[config.mk]
export PLATFORM = sky130hd
export DESIGN_NAME = cfm_top
export DESIGN_NICKNAME = d
export VERILOG_FILES = /design/src/core/cfm_pkg.sv /design/src/core/cfm_axil.sv /design/src/core/cfm_top.sv
export SDC_FILE = /design/constraint.sdc
export NUM_CORES = 1
export LEC_CHECK = 0
export BUFFER_PORTS_ARGS = -buffer_cell sky130_fd_sc_hd__buf_4
export CORE_ASPECT_RATIO = 0.9
export CORE_MARGIN = 8
export CORE_UTILIZATION = 53
export CTS_BUF_LIST = sky130_fd_sc_hd__clkbuf_2 sky130_fd_sc_hd__clkbuf_4 sky130_fd_sc_hd__clkbuf_8
export DETAILED_ROUTE_END_ITERATION = 7
export PLACE_DENSITY_LB_ADDON = 0.08
export SYNTH_ARGS = -nofsm -noshare
export SYNTH_HDL_FRONTEND = slang
export SYNTH_HIERARCHICAL = 1
export SYNTH_SLANG_ARGS = --single-unit
[constraint.sdc]
create_clock -name clk -period 2.2 [get_ports clk]
set_input_delay 0.22 -clock clk [delete_from_list [all_inputs] [get_ports clk]]
set_output_delay 0.22 -clock clk [all_outputs]
set_load 0.05 [all_outputs]
[src/core/cfm_pkg.sv]
package cfm_pkg;

    // Clock and time base
    localparam int unsigned CLK_HZ        = 10_000_000;
    localparam int unsigned STEP_MS       = 10;
    localparam int unsigned STEP_CYCLES   = (CLK_HZ / 1000) * STEP_MS;

    // Feedback time setting, in milliseconds and in steps
    localparam int unsigned FB_MIN_MS     = 100;
    localparam int unsigned FB_MAX_MS     = 1000;
    localparam int unsigned FB_DEFAULT_MS = 300;
    localparam int unsigned TMR_W         = 7;
    localparam logic [TMR_W-1:0] FB_MIN_STEPS = TMR_W'(FB_MIN_MS / STEP_MS);
    localparam logic [TMR_W-1:0] FB_MAX_STEPS = TMR_W'(FB_MAX_MS / STEP_MS);
    localparam logic [TMR_W-1:0] FB_DEF_STEPS = TMR_W'(FB_DEFAULT_MS / STEP_MS);

    // Register byte offsets
    localparam int unsigned ADDR_W        = 4;
    localparam logic [ADDR_W-1:0] OFS_CTRL    = 4'h0;
    localparam logic [ADDR_W-1:0] OFS_SETTING = 4'h4;
    localparam logic [ADDR_W-1:0] OFS_STATUS  = 4'h8;
    localparam logic [ADDR_W-1:0] OFS_TIMER   = 4'hC;

    // Control fields
    localparam int unsigned CTRL_W        = 4;
    typedef struct packed {
        logic fault_en;
        logic err_en;
        logic out2_en;
        logic run;
    } cfm_ctrl_t;
    localparam cfm_ctrl_t CTRL_RESET = '{fault_en: 1'b1, err_en: 1'b1, out2_en: 1'b1, run: 1'b1};

    // Status fields
    localparam int unsigned STAT_W        = 6;
    typedef struct packed {
        logic pending;
        logic err;
        logic out2;
        logic out1;
        logic fb;
        logic mon;
    } cfm_stat_t;

    // Register access carried from the bus slave
    typedef struct packed {
        logic        en;
        logic [ADDR_W-1:0] addr;
        logic [31:0] data;
        logic [3:0]  strb;
    } cfm_wr_t;

    // Feedback level expected while outputs are OFF; ON is its complement
    localparam logic FB_WHEN_OFF = 1'b1;
    localparam logic [1:0] RESP_OKAY   = 2'h0;
    localparam logic [1:0] RESP_SLVERR = 2'h2;

endpackage

[src/core/cfm_axil.sv]
`timescale 1ns/1ps
module cfm_axil
    import cfm_pkg::*;
(
    input  wire logic              clk,
    input  wire logic              resetn,
    input  wire logic [ADDR_W-1:0] s_axi_awaddr,
    input  wire logic              s_axi_awvalid,
    output logic                   s_axi_awready,
    input  wire logic [31:0]       s_axi_wdata,
    input  wire logic [3:0]        s_axi_wstrb,
    input  wire logic              s_axi_wvalid,
    output logic                   s_axi_wready,
    output logic [1:0]             s_axi_bresp,
    output logic                   s_axi_bvalid,
    input  wire logic              s_axi_bready,
    input  wire logic [ADDR_W-1:0] s_axi_araddr,
    input  wire logic              s_axi_arvalid,
    output logic                   s_axi_arready,
    output logic [31:0]            s_axi_rdata,
    output logic [1:0]             s_axi_rresp,
    output logic                   s_axi_rvalid,
    input  wire logic              s_axi_rready,
    output cfm_wr_t                wr,
    input  wire logic              wr_ok,
    output logic [ADDR_W-1:0]      rd_addr,
    input  wire logic [31:0]       rd_data,
    input  wire logic              rd_ok
);

    logic              aw_held, next_aw_held, w_held, next_w_held;
    logic [ADDR_W-1:0] aw_addr, next_aw_addr;
    logic [31:0]       w_data, next_w_data;
    logic [3:0]        w_strb, next_w_strb;
    logic              next_bvalid, next_rvalid;
    logic [1:0]        next_bresp, next_rresp;
    logic [31:0]       next_rdata;
    logic              next_awready, next_wready, next_arready;

    ////////////////////////////////////////////////////////////////////////////////
    // Register writes from the held address and data, reads from the live read address
    assign rd_addr = s_axi_araddr;
    assign wr      = '{en: aw_held & w_held, addr: aw_addr, data: w_data, strb: w_strb};

    // Address and data taken in either order, response after both
    always_comb begin
        next_aw_held = aw_held;
        next_aw_addr = aw_addr;
        next_w_held  = w_held;
        next_w_data  = w_data;
        next_w_strb  = w_strb;
        next_bvalid  = s_axi_bvalid;
        next_bresp   = s_axi_bresp;
        next_rvalid  = s_axi_rvalid;
        next_rresp   = s_axi_rresp;
        next_rdata   = s_axi_rdata;
        if (s_axi_awvalid && s_axi_awready) begin
            next_aw_held = 1'b1;
            next_aw_addr = s_axi_awaddr;
        end
        if (s_axi_wvalid && s_axi_wready) begin
            next_w_held = 1'b1;
            next_w_data = s_axi_wdata;
            next_w_strb = s_axi_wstrb;
        end
        if (wr.en) begin
            next_aw_held = 1'b0;
            next_w_held  = 1'b0;
            next_bvalid  = 1'b1;
            next_bresp   = wr_ok ? RESP_OKAY : RESP_SLVERR;
        end else if (s_axi_bvalid && s_axi_bready) begin
            next_bvalid = 1'b0;
        end
        if (s_axi_arvalid && s_axi_arready) begin
            next_rvalid = 1'b1;
            next_rdata  = rd_data;
            next_rresp  = rd_ok ? RESP_OKAY : RESP_SLVERR;
        end else if (s_axi_rvalid && s_axi_rready) begin
            next_rvalid = 1'b0;
        end
        // Readiness registered so every channel ready comes from a flop
        next_awready = ~next_aw_held & ~next_bvalid;
        next_wready  = ~next_w_held & ~next_bvalid;
        next_arready = ~next_rvalid;
    end

    // Channel state registers
    always_ff @(posedge clk or negedge resetn) begin
        if (!resetn) begin
            aw_held      <= 1'b0;
            aw_addr      <= '0;
            w_held       <= 1'b0;
            w_data       <= '0;
            w_strb       <= '0;
            s_axi_bvalid <= 1'b0;
            s_axi_bresp  <= RESP_OKAY;
            s_axi_rvalid <= 1'b0;
            s_axi_rresp  <= RESP_OKAY;
            s_axi_rdata  <= '0;
            s_axi_awready <= 1'b1;
            s_axi_wready  <= 1'b1;
            s_axi_arready <= 1'b1;
        end else begin
            aw_held      <= next_aw_held;
            aw_addr      <= next_aw_addr;
            w_held       <= next_w_held;
            w_data       <= next_w_data;
            w_strb       <= next_w_strb;
            s_axi_bvalid <= next_bvalid;
            s_axi_bresp  <= next_bresp;
            s_axi_rvalid <= next_rvalid;
            s_axi_rresp  <= next_rresp;
            s_axi_rdata  <= next_rdata;
            s_axi_awready <= next_awready;
            s_axi_wready  <= next_wready;
            s_axi_arready <= next_arready;
        end
    end

endmodule // cfm_axil

[src/core/cfm_top.sv]
// Our own choices: the AXI4-Lite interface to the registers and the register offsets.
`timescale 1ns/1ps
module cfm_top
    import cfm_pkg::*;
#(
    parameter int unsigned CYCLE_CLKS = STEP_CYCLES
)(
    input  wire logic              clk,
    input  wire logic              resetn,
    input  wire logic              monitored_in,
    input  wire logic              contactor_feedback_in,
    output logic                   safety_out1,
    output logic                   safety_out2,
    output logic                   feedback_timeout_error,
    output logic                   fault_present,
    input  wire logic [ADDR_W-1:0] s_axi_awaddr,
    input  wire logic              s_axi_awvalid,
    output logic                   s_axi_awready,
    input  wire logic [31:0]       s_axi_wdata,
    input  wire logic [3:0]        s_axi_wstrb,
    input  wire logic              s_axi_wvalid,
    output logic                   s_axi_wready,
    output logic [1:0]             s_axi_bresp,
    output logic                   s_axi_bvalid,
    input  wire logic              s_axi_bready,
    input  wire logic [ADDR_W-1:0] s_axi_araddr,
    input  wire logic              s_axi_arvalid,
    output logic                   s_axi_arready,
    output logic [31:0]            s_axi_rdata,
    output logic [1:0]             s_axi_rresp,
    output logic                   s_axi_rvalid,
    input  wire logic              s_axi_rready
);

    localparam int unsigned DIV_W = $clog2(CYCLE_CLKS + 1);
    localparam logic [DIV_W-1:0] DIV_LAST = DIV_W'(CYCLE_CLKS - 1);

    cfm_wr_t            wr;
    logic               wr_ok;
    logic [ADDR_W-1:0]  rd_addr;
    logic [31:0]        rd_data;
    logic               rd_ok;

    cfm_ctrl_t          ctrl, next_ctrl;
    logic [TMR_W-1:0]   setting, next_setting;
    logic [TMR_W-1:0]   wr_setting;
    logic [DIV_W-1:0]   div, next_div;
    logic               tick;
    logic               start, next_start;
    logic               mon_prev, next_mon_prev;
    logic               out, next_out;
    logic               err, next_err;
    logic               pending, next_pending;
    logic [TMR_W-1:0]   timer, next_timer;
    logic               next_out1, next_out2, next_err_out, next_fault;
    cfm_stat_t          stat;

    ////////////////////////////////////////////////////////////////////////////////
    // Bus slave
    cfm_axil u_axil (
        .clk           (clk),
        .resetn        (resetn),
        .s_axi_awaddr  (s_axi_awaddr),
        .s_axi_awvalid (s_axi_awvalid),
        .s_axi_awready (s_axi_awready),
        .s_axi_wdata   (s_axi_wdata),
        .s_axi_wstrb   (s_axi_wstrb),
        .s_axi_wvalid  (s_axi_wvalid),
        .s_axi_wready  (s_axi_wready),
        .s_axi_bresp   (s_axi_bresp),
        .s_axi_bvalid  (s_axi_bvalid),
        .s_axi_bready  (s_axi_bready),
        .s_axi_araddr  (s_axi_araddr),
        .s_axi_arvalid (s_axi_arvalid),
        .s_axi_arready (s_axi_arready),
        .s_axi_rdata   (s_axi_rdata),
        .s_axi_rresp   (s_axi_rresp),
        .s_axi_rvalid  (s_axi_rvalid),
        .s_axi_rready  (s_axi_rready),
        .wr            (wr),
        .wr_ok         (wr_ok),
        .rd_addr       (rd_addr),
        .rd_data       (rd_data),
        .rd_ok         (rd_ok)
    );

    ////////////////////////////////////////////////////////////////////////////////
    // Register decode and readback
    assign wr_ok = (wr.addr == OFS_CTRL) || (wr.addr == OFS_SETTING)
                || (wr.addr == OFS_STATUS) || (wr.addr == OFS_TIMER);
    assign rd_ok = (rd_addr == OFS_CTRL) || (rd_addr == OFS_SETTING)
                || (rd_addr == OFS_STATUS) || (rd_addr == OFS_TIMER);
    assign stat  = '{pending: pending, err: err, out2: safety_out2, out1: safety_out1,
                     fb: contactor_feedback_in, mon: monitored_in};

    // Read multiplexer, unused bits read as zero
    always_comb begin
        rd_data = '0;
        case (rd_addr)
            OFS_CTRL:    rd_data = {{(32-CTRL_W){1'b0}}, ctrl};
            OFS_SETTING: rd_data = {{(32-TMR_W){1'b0}}, setting};
            OFS_STATUS:  rd_data = {{(32-STAT_W){1'b0}}, stat};
            OFS_TIMER:   rd_data = {{(32-TMR_W){1'b0}}, timer};
            default:     rd_data = '0;
        endcase
    end

    // Setting written in 10 ms steps, clamped into the legal range
    always_comb begin
        wr_setting = wr.data[TMR_W-1:0];
        if (wr.data[31:TMR_W] != '0 || wr_setting > FB_MAX_STEPS) begin
            wr_setting = FB_MAX_STEPS;
        end else if (wr_setting < FB_MIN_STEPS) begin
            wr_setting = FB_MIN_STEPS;
        end
    end

    // Control and setting writes, low byte lane carries every field
    always_comb begin
        next_ctrl    = ctrl;
        next_setting = setting;
        if (wr.en && wr.strb[0]) begin
            if (wr.addr == OFS_CTRL) begin
                next_ctrl = cfm_ctrl_t'(wr.data[CTRL_W-1:0]);
            end
            if (wr.addr == OFS_SETTING) begin
                next_setting = wr_setting;
            end
        end
    end

    always_ff @(posedge clk or negedge resetn) begin
        if (!resetn) begin
            ctrl    <= CTRL_RESET;
            setting <= FB_DEF_STEPS;
        end else begin
            ctrl    <= next_ctrl;
            setting <= next_setting;
        end
    end

    ////////////////////////////////////////////////////////////////////////////////
    // Controller cycle divider, one tick per 10 ms step
    always_comb begin
        tick     = (div == DIV_LAST);
        next_div = tick ? '0 : div + DIV_W'(1);
    end

    always_ff @(posedge clk or negedge resetn) begin
        if (!resetn) begin
            div <= '0;
        end else begin
            div <= next_div;
        end
    end

    ////////////////////////////////////////////////////////////////////////////////
    // Contactor check, evaluated once per controller cycle
    always_comb begin
        next_start    = start;
        next_mon_prev = mon_prev;
        next_out      = out;
        next_err      = err;
        next_pending  = pending;
        next_timer    = timer;
        if (!ctrl.run) begin
            // Idle mode: outputs safe, next run entry is a start of operation
            next_start   = 1'b1;
            next_out     = 1'b0;
            next_pending = 1'b0;
        end else if (tick) begin
            next_mon_prev = monitored_in;
            if (start) begin
                next_start   = 1'b0;
                next_err     = 1'b0;
                next_timer   = '0;
                next_pending = 1'b0;
                next_out     = monitored_in;
            end else if (err) begin
                next_out = 1'b0;
                if (monitored_in && !mon_prev
                    && contactor_feedback_in == FB_WHEN_OFF) begin
                    next_err     = 1'b0;
                    next_out     = 1'b1;
                    next_pending = 1'b1;
                    next_timer   = '0;
                end
            end else if (monitored_in != out) begin
                next_out     = monitored_in;
                next_pending = 1'b1;
                next_timer   = '0;
            end else if (pending) begin
                if (contactor_feedback_in == (out ? ~FB_WHEN_OFF : FB_WHEN_OFF)) begin
                    next_pending = 1'b0;
                end else if (timer + TMR_W'(1) >= setting) begin
                    next_timer   = timer + TMR_W'(1);
                    next_err     = 1'b1;
                    next_out     = 1'b0;
                    next_pending = 1'b0;
                end else begin
                    next_timer = timer + TMR_W'(1);
                end
            end
        end
    end

    // Pin outputs registered, optional ones gated by their enables
    always_comb begin
        next_out1    = next_out;
        next_out2    = ctrl.out2_en & next_out;
        next_err_out = ctrl.err_en & next_err;
        next_fault   = ctrl.fault_en & next_err;
    end

    always_ff @(posedge clk or negedge resetn) begin
        if (!resetn) begin
            start                  <= 1'b1;
            mon_prev               <= 1'b0;
            out                    <= 1'b0;
            err                    <= 1'b0;
            pending                <= 1'b0;
            timer                  <= '0;
            safety_out1            <= 1'b0;
            safety_out2            <= 1'b0;
            feedback_timeout_error <= 1'b0;
            fault_present          <= 1'b0;
        end else begin
            start                  <= next_start;
            mon_prev               <= next_mon_prev;
            out                    <= next_out;
            err                    <= next_err;
            pending                <= next_pending;
            timer                  <= next_timer;
            safety_out1            <= next_out1;
            safety_out2            <= next_out2;
            feedback_timeout_error <= next_err_out;
            fault_present          <= next_fault;
        end
    end

endmodule // cfm_top

==> flow_metrics.env, run 1 <==
export IMPL_place_congestion=0.822
export IMPL_period_needed_ns=2.32
export IMPL_max_freq_mhz=431
export IMPL_hpwl_mm=8.68
export IMPL_vias=3911
export IMPL_end_kind="flip-flop"
export IMPL_io_pin_count=98
export IMPL_drv_slew=0
export IMPL_finalSetupViolCount=6
export IMPL_p_per_area_nw_per_um2=995
export IMPL_die_y_um=115
export IMPL_hold_path_class="in -> reg"
export IMPL_numCtsBuffers=17
export IMPL_root_buffer="clkbuf_8"
export IMPL_maxCapViolCount=0
export IMPL_grt_pass1_vias=4235
export IMPL_place_area_um2=6720
export IMPL_h_tree_depth=4
export IMPL_syn2layout_area_growth_pct=32.4
export IMPL_crit_slowest_cell="dfrtp_2"
export IMPL_grt_remaining_overflow=0
export IMPL_critical_path_class="reg -> reg"
export IMPL_die_area_um2=14400
export IMPL_failed_checks="negative setup slack"
export IMPL_drcViolationCount=0
export IMPL_max_slew_worst_pin_slew_ns=0.642
export IMPL_cts_sinks=121
export IMPL_grt_pass1_wl_mm=20.8
export IMPL_syn_avg_cell_area_um2=12.8
export IMPL_drt_initial_drc_count=223
export IMPL_fin_skew_ns=0.0104
export IMPL_finalPower_mw=7.56
export IMPL_fin_area_um2=7600
export IMPL_fp_coreArea_um2=10700
export IMPL_vdd_drop_max_uv=611
export IMPL_row_count=36
export IMPL_post_route_period_util_pct=105
export IMPL_crit_path_cell_trace="ha_4 > nand3_4 > xor2_4 > inv_2 > ha_4 > a211o_1 > a21oi_2 > o31ai_4 > o211a_1 > o32ai_2"
export IMPL_gr_usage_all_layers_pct=18.3
export IMPL_cts_clk_slew_worst_paths_ns=0.07
export IMPL_tns_ns=-0.425
export IMPL_drtPass1Iterations=5
export IMPL_grt_setup_unrepaired="yes"
export IMPL_synth_area_um2=5740
export IMPL_crit_arrival_ns=2.65
export IMPL_vias_per_cell=5.11
export IMPL_p_leak_nw=3.63
export IMPL_fin_ws_ns=-0.121
export IMPL_grt_max_degree=47
export IMPL_critPathRequiredTime_ns=2.53
export IMPL_relSlewSlack_pct=57.2
export IMPL_fin_hold_ws_ns=0.0320
export IMPL_crit_fanout=3
export IMPL_nets=683
export IMPL_wl_mm=12.7
export IMPL_antennaDiodeCount=0
export IMPL_clock_latency_ns=0.43
export IMPL_start_kind="flip-flop"
export IMPL_route_detailed_wl_per_inst_um=16.6
export IMPL_clock_path_buffers=2
export IMPL_die_x_um=126
export IMPL_antenna_found_initial=0
export IMPL_ys_warn_count=6
export IMPL_layout_drive_gt1_share_pct=42.5
export IMPL_cpMostUsedCell="ha_4"
export IMPL_postSynthCellCount=449
export IMPL_cts_tree="done"
export IMPL_nFillCells=742
export IMPL_final_hold_violation_count=0
export IMPL_antenna_left=0
export IMPL_io_buffers=92
export IMPL_start_util_pct=53.8
export IMPL_status="complete, but fails checks"
export IMPL_max_stage_delay_ns=0.43
==> state kept, by name, summed over array words and instances, names as in the netlist, 4 cells and up <==
register,count
u_axil/aw_addr,4
div,17
u_axil/w_data,32
timer,7
setting,7
u_axil/s_axi_rdata,32
ctrl,4
==> metrics by stage <==
stage	setup slack, ns	std cells	utilization (%)
after CTS	-0.128	755	69.5
after detailed placement	-0.196	693	62.9
after global placement	-0.0583	693	62.9
after global routing	-0.206	766	71.2
final	-0.121	766	71.2
after floorplan	-0.0470	474	-
==> worst paths after layout <==
check	depth (start not counted)	slack [ns]	to	start
worst max-delay path	10	-0.12	safety_out2$_DFF_PN0_	timer[0]$_DFFE_PN0P_
worst min-delay path	2	0.03	u_axil/w_data[11]$_DFFE_PN0P_	s_axi_wdata[11]
worst max register to register	10	-0.12	safety_out2$_DFF_PN0_	timer[0]$_DFFE_PN0P_
worst min register to register	2	0.49	setting[1]$_DFFE_PN1P_	setting[1]$_DFFE_PN1P_
max in group asynchronous	3	1.15	u_axil/s_axi_rdata[17]$_DFFE_PN0P_	resetn
min in group asynchronous	2	0.36	pending$_DFFE_PN0P_	resetn
==> area by class of cell <==
type	count	area [um^2]	area share, %
sequential	121	3050	40.1
inverter	22	82.6	1.09
tap	133	166	2.19
clock buffer	24	312	4.10
multi-input combinational	311	2690	35.4
clock inverter	7	66.3	0.872
timing repair buffer	148	1240	16.3
==> placed cells by master, fill, tap and decap left out, types with 4 or more instances in the layout <==
cell type / count
ha_4: 4
inv_1: 21
conb_1: 27
mux2_2: 26
mux2i_1: 4
o21ai_0: 14
nor2_1: 21
clkbuf_8: 21
xor2_1: 4
nand4_1: 6
o21ai_2: 6
dfrtp_1: 105
nor2b_1: 4
nand3_1: 14
mux4_2: 4
and2_1: 6
dlygate4sd3_1: 35
nor3_1: 5
nor4_1: 6
a21oi_1: 6
mux2_4: 46
and4_1: 4
ha_1: 5
dfstp_2: 12
buf_4: 109
dfrtp_2: 4
and3_1: 4
xnor2_1: 15
nand2_1: 36
clkinv_2: 4
==> worst max-delay path, delay by kind of cell (launching register included) <==
| kind | cells | cell delay, ns |
|---|---|---|
| AOI/OAI and AO/OA | 5 | 1.06 |
| xor gates and xnor gates | 1 | 0.18 |
| adders and majority gates | 2 | 0.39 |
| buffers and inverters | 1 | 0.06 |
| DFF | 1 | 0.43 |
| and+or+nand+nor | 1 | 0.10 |
==> routing by layer <==
metal | share of wire (%) | track usage (%) | vias up | routed length, um
li1 | - | - | 1889 | -
met1 | 45 | 22.1 | 1935 | 5740
met2 | 49 | 29.7 | 77 | 6160
met3 | 5.3 | 6.58 | 10 | 668
met4 | 0.87 | 6.81 | 0 | 110
met5 | 0 | 0 | - | 0
==> where the power goes <==
| group | internal [mW] | switching [mW] |
|---|---|---|
| sequential | 2.86 | 0.444 |
| clock | 1.04 | 0.832 |
| combinational | 1.14 | 1.24 |
==> repair_timing <==
action,4_1_cts,5_1_grt
endpoints found under the hold margin,63,7
endpoints found under the setup margin,6,6
hold buffers,28,7
pin swaps,9,12
gates resized for setup,4,13
buffers inserted,3,4
Power figures use the tool's default switching activity.
==> run 2, diff against run 1 <==
--- a/config.mk
+++ b/config.mk
@@ -5,13 +5,14 @@
 export SDC_FILE = /design/constraint.sdc
 export NUM_CORES = 1
 export LEC_CHECK = 0
-export BUFFER_PORTS_ARGS = -buffer_cell sky130_fd_sc_hd__buf_4
 export CORE_ASPECT_RATIO = 0.9
 export CORE_MARGIN = 8
-export CORE_UTILIZATION = 53
+export CORE_UTILIZATION = 60
 export CTS_BUF_LIST = sky130_fd_sc_hd__clkbuf_2 sky130_fd_sc_hd__clkbuf_4 sky130_fd_sc_hd__clkbuf_8
 export DETAILED_ROUTE_END_ITERATION = 7
-export PLACE_DENSITY_LB_ADDON = 0.08
+export DONT_BUFFER_PORTS = 1
+export GPL_ROUTABILITY_DRIVEN = 0
+export PLACE_DENSITY = 0.86
 export SYNTH_ARGS = -nofsm -noshare
 export SYNTH_HDL_FRONTEND = slang
 export SYNTH_HIERARCHICAL = 1
==> flow_metrics.env, run 2 (synthesis results as in run 1) <==
export IMPL_place_area_um2=5980
export IMPL_root_buffer="clkbuf_8"
export IMPL_nFillCells=551
export IMPL_period_needed_ns=2.45
export IMPL_holdBufCountCts=41
export IMPL_crit_fanout=3
export IMPL_vias=3806
export IMPL_start_kind="flip-flop"
export IMPL_cts_sinks=121
export IMPL_relSlewSlack_pct=57.6
export IMPL_antennaDiodeCount=0
export IMPL_h_tree_depth=4
export IMPL_fin_hold_ws_ns=-0.536
export IMPL_failed_checks="negative hold slack, negative setup slack"
export IMPL_io_pin_count=98
export IMPL_grt_pass1_wl_mm=21.7
export IMPL_maxCapViolCount=0
export IMPL_vdd_drop_max_uv=769
export IMPL_grt_pass1_vias=4115
export IMPL_grt_setup_unrepaired="yes"
export IMPL_reg_top3="u_axil/s_axi_rdata x32, u_axil/w_data x32, div x17"
export IMPL_drt_initial_drc_count=314
export IMPL_numCtsBuffers=17
export IMPL_drcViolationCount=0
export IMPL_drv_slew=0
export IMPL_drtPass1Iterations=4
export IMPL_grt_max_degree=122
export IMPL_r2r_start="timer[1]$_DFFE_PN0P_"
export IMPL_vias_per_cell=5.63
export IMPL_gr_usage_all_layers_pct=21.3
export IMPL_antenna_left=0
export IMPL_critPathRequiredTime_ns=2.53
export IMPL_status="complete, but fails checks"
export IMPL_fin_skew_ns=0.0107
export IMPL_layout_drive_gt1_share_pct=33.6
export IMPL_hpwl_mm=8.39
export IMPL_hold_path_class="in -> async"
export IMPL_p_leak_nw=3.21
export IMPL_clock_path_buffers=2
export IMPL_critical_path_class="reg -> reg"
export IMPL_finalPower_mw=7.50
export IMPL_post_route_period_util_pct=112
export IMPL_r2r_end="safety_out2$_DFF_PN0_"
export IMPL_syn2layout_area_growth_pct=22.0
export IMPL_final_cell_mix="dfrtp_1, mux2_4, dlygate4sd3_1, nand2_1, conb_1"
export IMPL_die_area_um2=13000
export IMPL_io_buffers=0
export IMPL_reg2reg_depth=10
export IMPL_cts_clk_slew_worst_paths_ns=0.08
export IMPL_start_util_pct=60.5
export IMPL_fin_area_um2=7000
export IMPL_fp_coreArea_um2=9490
export IMPL_regToRegSetupSlack_ns=-0.25
export IMPL_crit_arrival_ns=2.79
export IMPL_fin_ws_ns=-0.254
export IMPL_fin_util_pct=73.8
export IMPL_layout_commonest_cell="dfrtp_1"
export IMPL_grt_remaining_overflow=0
export IMPL_clock_latency_ns=0.44
export IMPL_max_slew_worst_pin_slew_ns=0.630
export IMPL_row_count=34
export IMPL_end_kind="flip-flop"
export IMPL_antenna_found_initial=0
export IMPL_route_detailed_wl_per_inst_um=19.9
export IMPL_die_y_um=109
export IMPL_die_x_um=119
export IMPL_p_per_area_nw_per_um2=1070
export IMPL_final_hold_violation_count=121
export IMPL_cts_tree="done"
export IMPL_max_freq_mhz=408
export IMPL_pre_cts_slack_ns=-0.145
export IMPL_nets=599
export IMPL_finalSetupViolCount=6
export IMPL_wl_mm=13.5
run 2: cell count changes in the layout (fill, tap and decap cells not counted), sizes merged:
cell         previous run  this run
clkinvlp                1         2
clkinv                  4         7
clkbuf                 24        18
inv                    23        24
buf                   113        23
bufinv                  1         3
dlygate4sd3            35        41
run 2: worst max path at each step:
stage / from / end / slack [ns] / cells past startpoint
2_1_floorplan: timer[0]$_DFFE_PN0P_ / pending$_DFFE_PN0P_ / -0.05 / 10
3_3_place_gp: timer[0]$_DFFE_PN0P_ / pending$_DFFE_PN0P_ / -0.05 / 10
3_5_place_dp: timer[0]$_DFFE_PN0P_ / safety_out2$_DFF_PN0_ / -0.15 / 10
4_1_cts: timer[0]$_DFFE_PN0P_ / safety_out2$_DFF_PN0_ / -0.16 / 11
5_1_grt: timer[1]$_DFFE_PN0P_ / safety_out2$_DFF_PN0_ / -0.29 / 10
6_report: timer[1]$_DFFE_PN0P_ / safety_out2$_DFF_PN0_ / -0.25 / 10
run 2: report_power, final:
part	switching [mW]	total [mW]	internal, mW
clock	0.947	2.10	1.16
sequential	1.10	3.95	2.85
combinational	0.570	1.44	0.873
total	2.62	7.50	4.88
run 2: stage by stage:
step	hold slack, ns	TNS [ns]	std cells
after floorplan	-0.0756	-0.0745	474
after global placement	-0.0725	-0.0724	594
after detailed placement	-0.0720	-0.366	594
after CTS	-0.554	-0.362	672
after global routing	-0.562	-1.25	676
final	-0.536	-0.957	676
run 2: repair_timing:
| item | CTS | global route |
|---|---|---|
| gates resized for setup | 8 | 16 |
| pin swaps | 8 | 15 |
| setup buffers | 5 | 4 |
| cloned | 0 | 0 |
| setup endpoints to repair | 5 | 6 |
| endpoints found under the hold margin | 163 | 121 |
run 2: critical path: stages, from the launching register on:
cell,delay (ns)
dfrtp_1,0.43
ha_4,0.19
nand3_4,0.09
xor2_2,0.20
inv_2,0.06
ha_4,0.21
a211o_1,0.28
a21oi_2,0.21
o31ai_4,0.13
o211a_1,0.28
o32ai_2,0.27
run 2: per-layer routing:
layer,routed length [um],track usage (%),vias to the layer above
met5,0,0,-
met4,301,7.03,0
met3,1240,9.11,26
met2,6750,36.5,150
met1,5200,23.8,1908
li1,-,-,1722
run 2: cell type report:
type	count	area, um^2	area share [%]
clock inverter	14	173	2.47
multi-input combinational	311	2710	38.6
timing repair buffer	64	591	8.43
tap	126	158	2.25
sequential	121	3050	43.5
inverter	22	82.6	1.18
clock buffer	18	248	3.54
==> run 3, diff against run 2 <==
--- a/config.mk
+++ b/config.mk
@@ -6,7 +6,6 @@
 export NUM_CORES = 1
 export LEC_CHECK = 0
 export CORE_ASPECT_RATIO = 0.9
-export CORE_MARGIN = 8
 export CORE_UTILIZATION = 60
 export CTS_BUF_LIST = sky130_fd_sc_hd__clkbuf_2 sky130_fd_sc_hd__clkbuf_4 sky130_fd_sc_hd__clkbuf_8
 export DETAILED_ROUTE_END_ITERATION = 7
==> flow_metrics.env, run 3 (synthesis results as in run 1) <==
export IMPL_post_route_period_util_pct=108
export IMPL_failed_checks="negative hold slack, negative setup slack"
export IMPL_drcViolationCount=0
export IMPL_finalSetupViolCount=6
export IMPL_fin_ws_ns=-0.166
export IMPL_nFillCells=590
export IMPL_dr_wl_met3_um=821
export IMPL_wl_met1_mm=4.95
export IMPL_fin_skew_ns=0.0130
export IMPL_crit_arrival_ns=2.70
export IMPL_fin_area_um2=6900
export IMPL_fin_util_pct=74.9
export IMPL_vias_per_cell=5.54
export IMPL_layout_commonest_cell="dfrtp_1"
export IMPL_row_count=33
export IMPL_period_needed_ns=2.37
export IMPL_layout_drive_gt1_share_pct=31.4
export IMPL_wl_mm=12.0
export IMPL_start_util_pct=62.4
export IMPL_grt_pass1_vias=3899
export IMPL_cts_tree="done"
export IMPL_place_area_um2=5980
export IMPL_holdBufCountCts=41
export IMPL_maxCapViolCount=0
export IMPL_reg_top3="u_axil/s_axi_rdata x32, u_axil/w_data x32, div x17"
export IMPL_root_buffer="clkbuf_8"
export IMPL_clock_latency_ns=0.43
export IMPL_max_slew_worst_pin_slew_ns=0.593
export IMPL_crit_slowest_cell="dfrtp_2"
export IMPL_path_buf_inv=2
export IMPL_max_freq_mhz=423
export IMPL_nets=595
export IMPL_clock_path_buffers=2
export IMPL_hpwl_mm=7.50
export IMPL_drtPass1Iterations=5
export IMPL_critical_path_class="reg -> reg"
export IMPL_path_delay_family="compound AO/OA/AOI/OAI gates"
export IMPL_cts_sinks=121
export IMPL_final_cell_mix="dfrtp_1, mux2_4, dlygate4sd3_1, nand2_1, conb_1"
export IMPL_antenna_found_initial=0
export IMPL_grt_pass1_wl_mm=19.4
export IMPL_p_per_area_nw_per_um2=1070
export IMPL_grt_max_degree=122
export IMPL_final_hold_violation_count=121
export IMPL_io_pin_count=98
export IMPL_grt_remaining_overflow=0
export IMPL_crit_path_cell_trace="buf_4 > nand3_1 > xor2_2 > inv_1 > ha_1 > a211o_1 > a21oi_2 > o31ai_4 > o211a_1 > o32ai_2"
export IMPL_crit_fanout=3
export IMPL_io_buffers=0
export IMPL_start_kind="flip-flop"
export IMPL_vias=3697
export IMPL_drt_initial_drc_count=130
export IMPL_die_y_um=94.8
export IMPL_fin_hold_ws_ns=-0.526
export IMPL_syn2layout_area_growth_pct=20.1
export IMPL_relSlewSlack_pct=60.1
export IMPL_gr_usage_all_layers_pct=26.3
export IMPL_antenna_left=0
export IMPL_antennaDiodeCount=0
export IMPL_h_tree_depth=4
export IMPL_p_leak_nw=3.18
export IMPL_status="complete, but fails checks"
export IMPL_hold_path_class="in -> async"
export IMPL_top_layer="met4"
export IMPL_critPathRequiredTime_ns=2.53
export IMPL_drv_slew=0
export IMPL_die_area_um2=9970
export IMPL_die_x_um=105
export IMPL_wl_met2_mm=5.95
export IMPL_max_stage_delay_ns=0.43
export IMPL_grt_setup_unrepaired="yes"
export IMPL_route_detailed_wl_per_inst_um=18.0
export IMPL_fp_coreArea_um2=9210
export IMPL_vdd_drop_max_uv=886
export IMPL_multiInputGateArea_um2=2660
export IMPL_numCtsBuffers=17
export IMPL_final_seq_area_um2=3050
export IMPL_cts_clk_slew_worst_paths_ns=0.07
export IMPL_end_kind="flip-flop"
run 3: stage by stage:
stage	cells	total power [mW]	hold slack (ns)	setup TNS, ns	worst slack, ns
after floorplan	474	4.93	-0.0756	-0.0745	-0.0470
after global placement	590	5.09	-0.0731	-0.0933	-0.0505
after detailed placement	590	5.20	-0.0734	-0.270	-0.103
after CTS	664	7.29	-0.547	-0.268	-0.124
after global routing	667	7.70	-0.564	-1.15	-0.257
final	667	7.38	-0.526	-0.439	-0.166
run 3: cell type report:
type	instances	share of cell area, %
timing repair buffer	60	8.02
clock buffer	24	4.52
inverter	22	1.20
clock inverter	7	1.32
tap	122	2.21
sequential	121	44.2
multi-input combinational	311	38.5
run 3: routing by layer:
metal | GRT usage [%] | up-vias
li1 | - | 1715
met4 | 12.2 | 0
met5 | 0 | -
met1 | 30.4 | 1810
met3 | 9.32 | 24
met2 | 44.4 | 148
run 3: worst paths after layout:
check	from	end	slack, ns	cells past startpoint
max	timer[0]$_DFFE_PN0P_	safety_out2$_DFF_PN0_	-0.17	10
max in group asynchronous	resetn	setting[4]$_DFFE_PN1P_	2.47	0
min	resetn	u_axil/s_axi_rdata[30]$_DFFE_PN0P_	-0.53	0
max reg2reg	timer[0]$_DFFE_PN0P_	safety_out2$_DFF_PN0_	-0.17	10
min reg2reg	div[0]$_DFF_PN0_	div[0]$_DFF_PN0_	0.49	1
min in group clk	s_axi_bready	u_axil/s_axi_bvalid$_DFF_PN0_	0.04	2
run 3: power breakdown:
part	internal (mW)	total, mW	switching, mW
Sequential	2.85	3.94	1.09
Clock	1.16	2.02	0.861
Combinational	0.858	1.43	0.569
Total	4.87	7.38	2.52
run 3: worst reg2reg max path: stages (launching register included):
cell and delay (ns):
dfrtp_2 0.43, buf_4 0.14, nand3_1 0.11, xor2_2 0.18, inv_1 0.08, ha_1 0.18, a211o_1 0.30, a21oi_2 0.19
o31ai_4 0.12, o211a_1 0.26, o32ai_2 0.28
run 3: what timing repair did:
item,4_1_cts,5_1_grt
hold endpoints to repair,164,121
setup endpoints to repair,5,6
pin swaps,6,2
buffers inserted,2,3
resized for setup,5,5
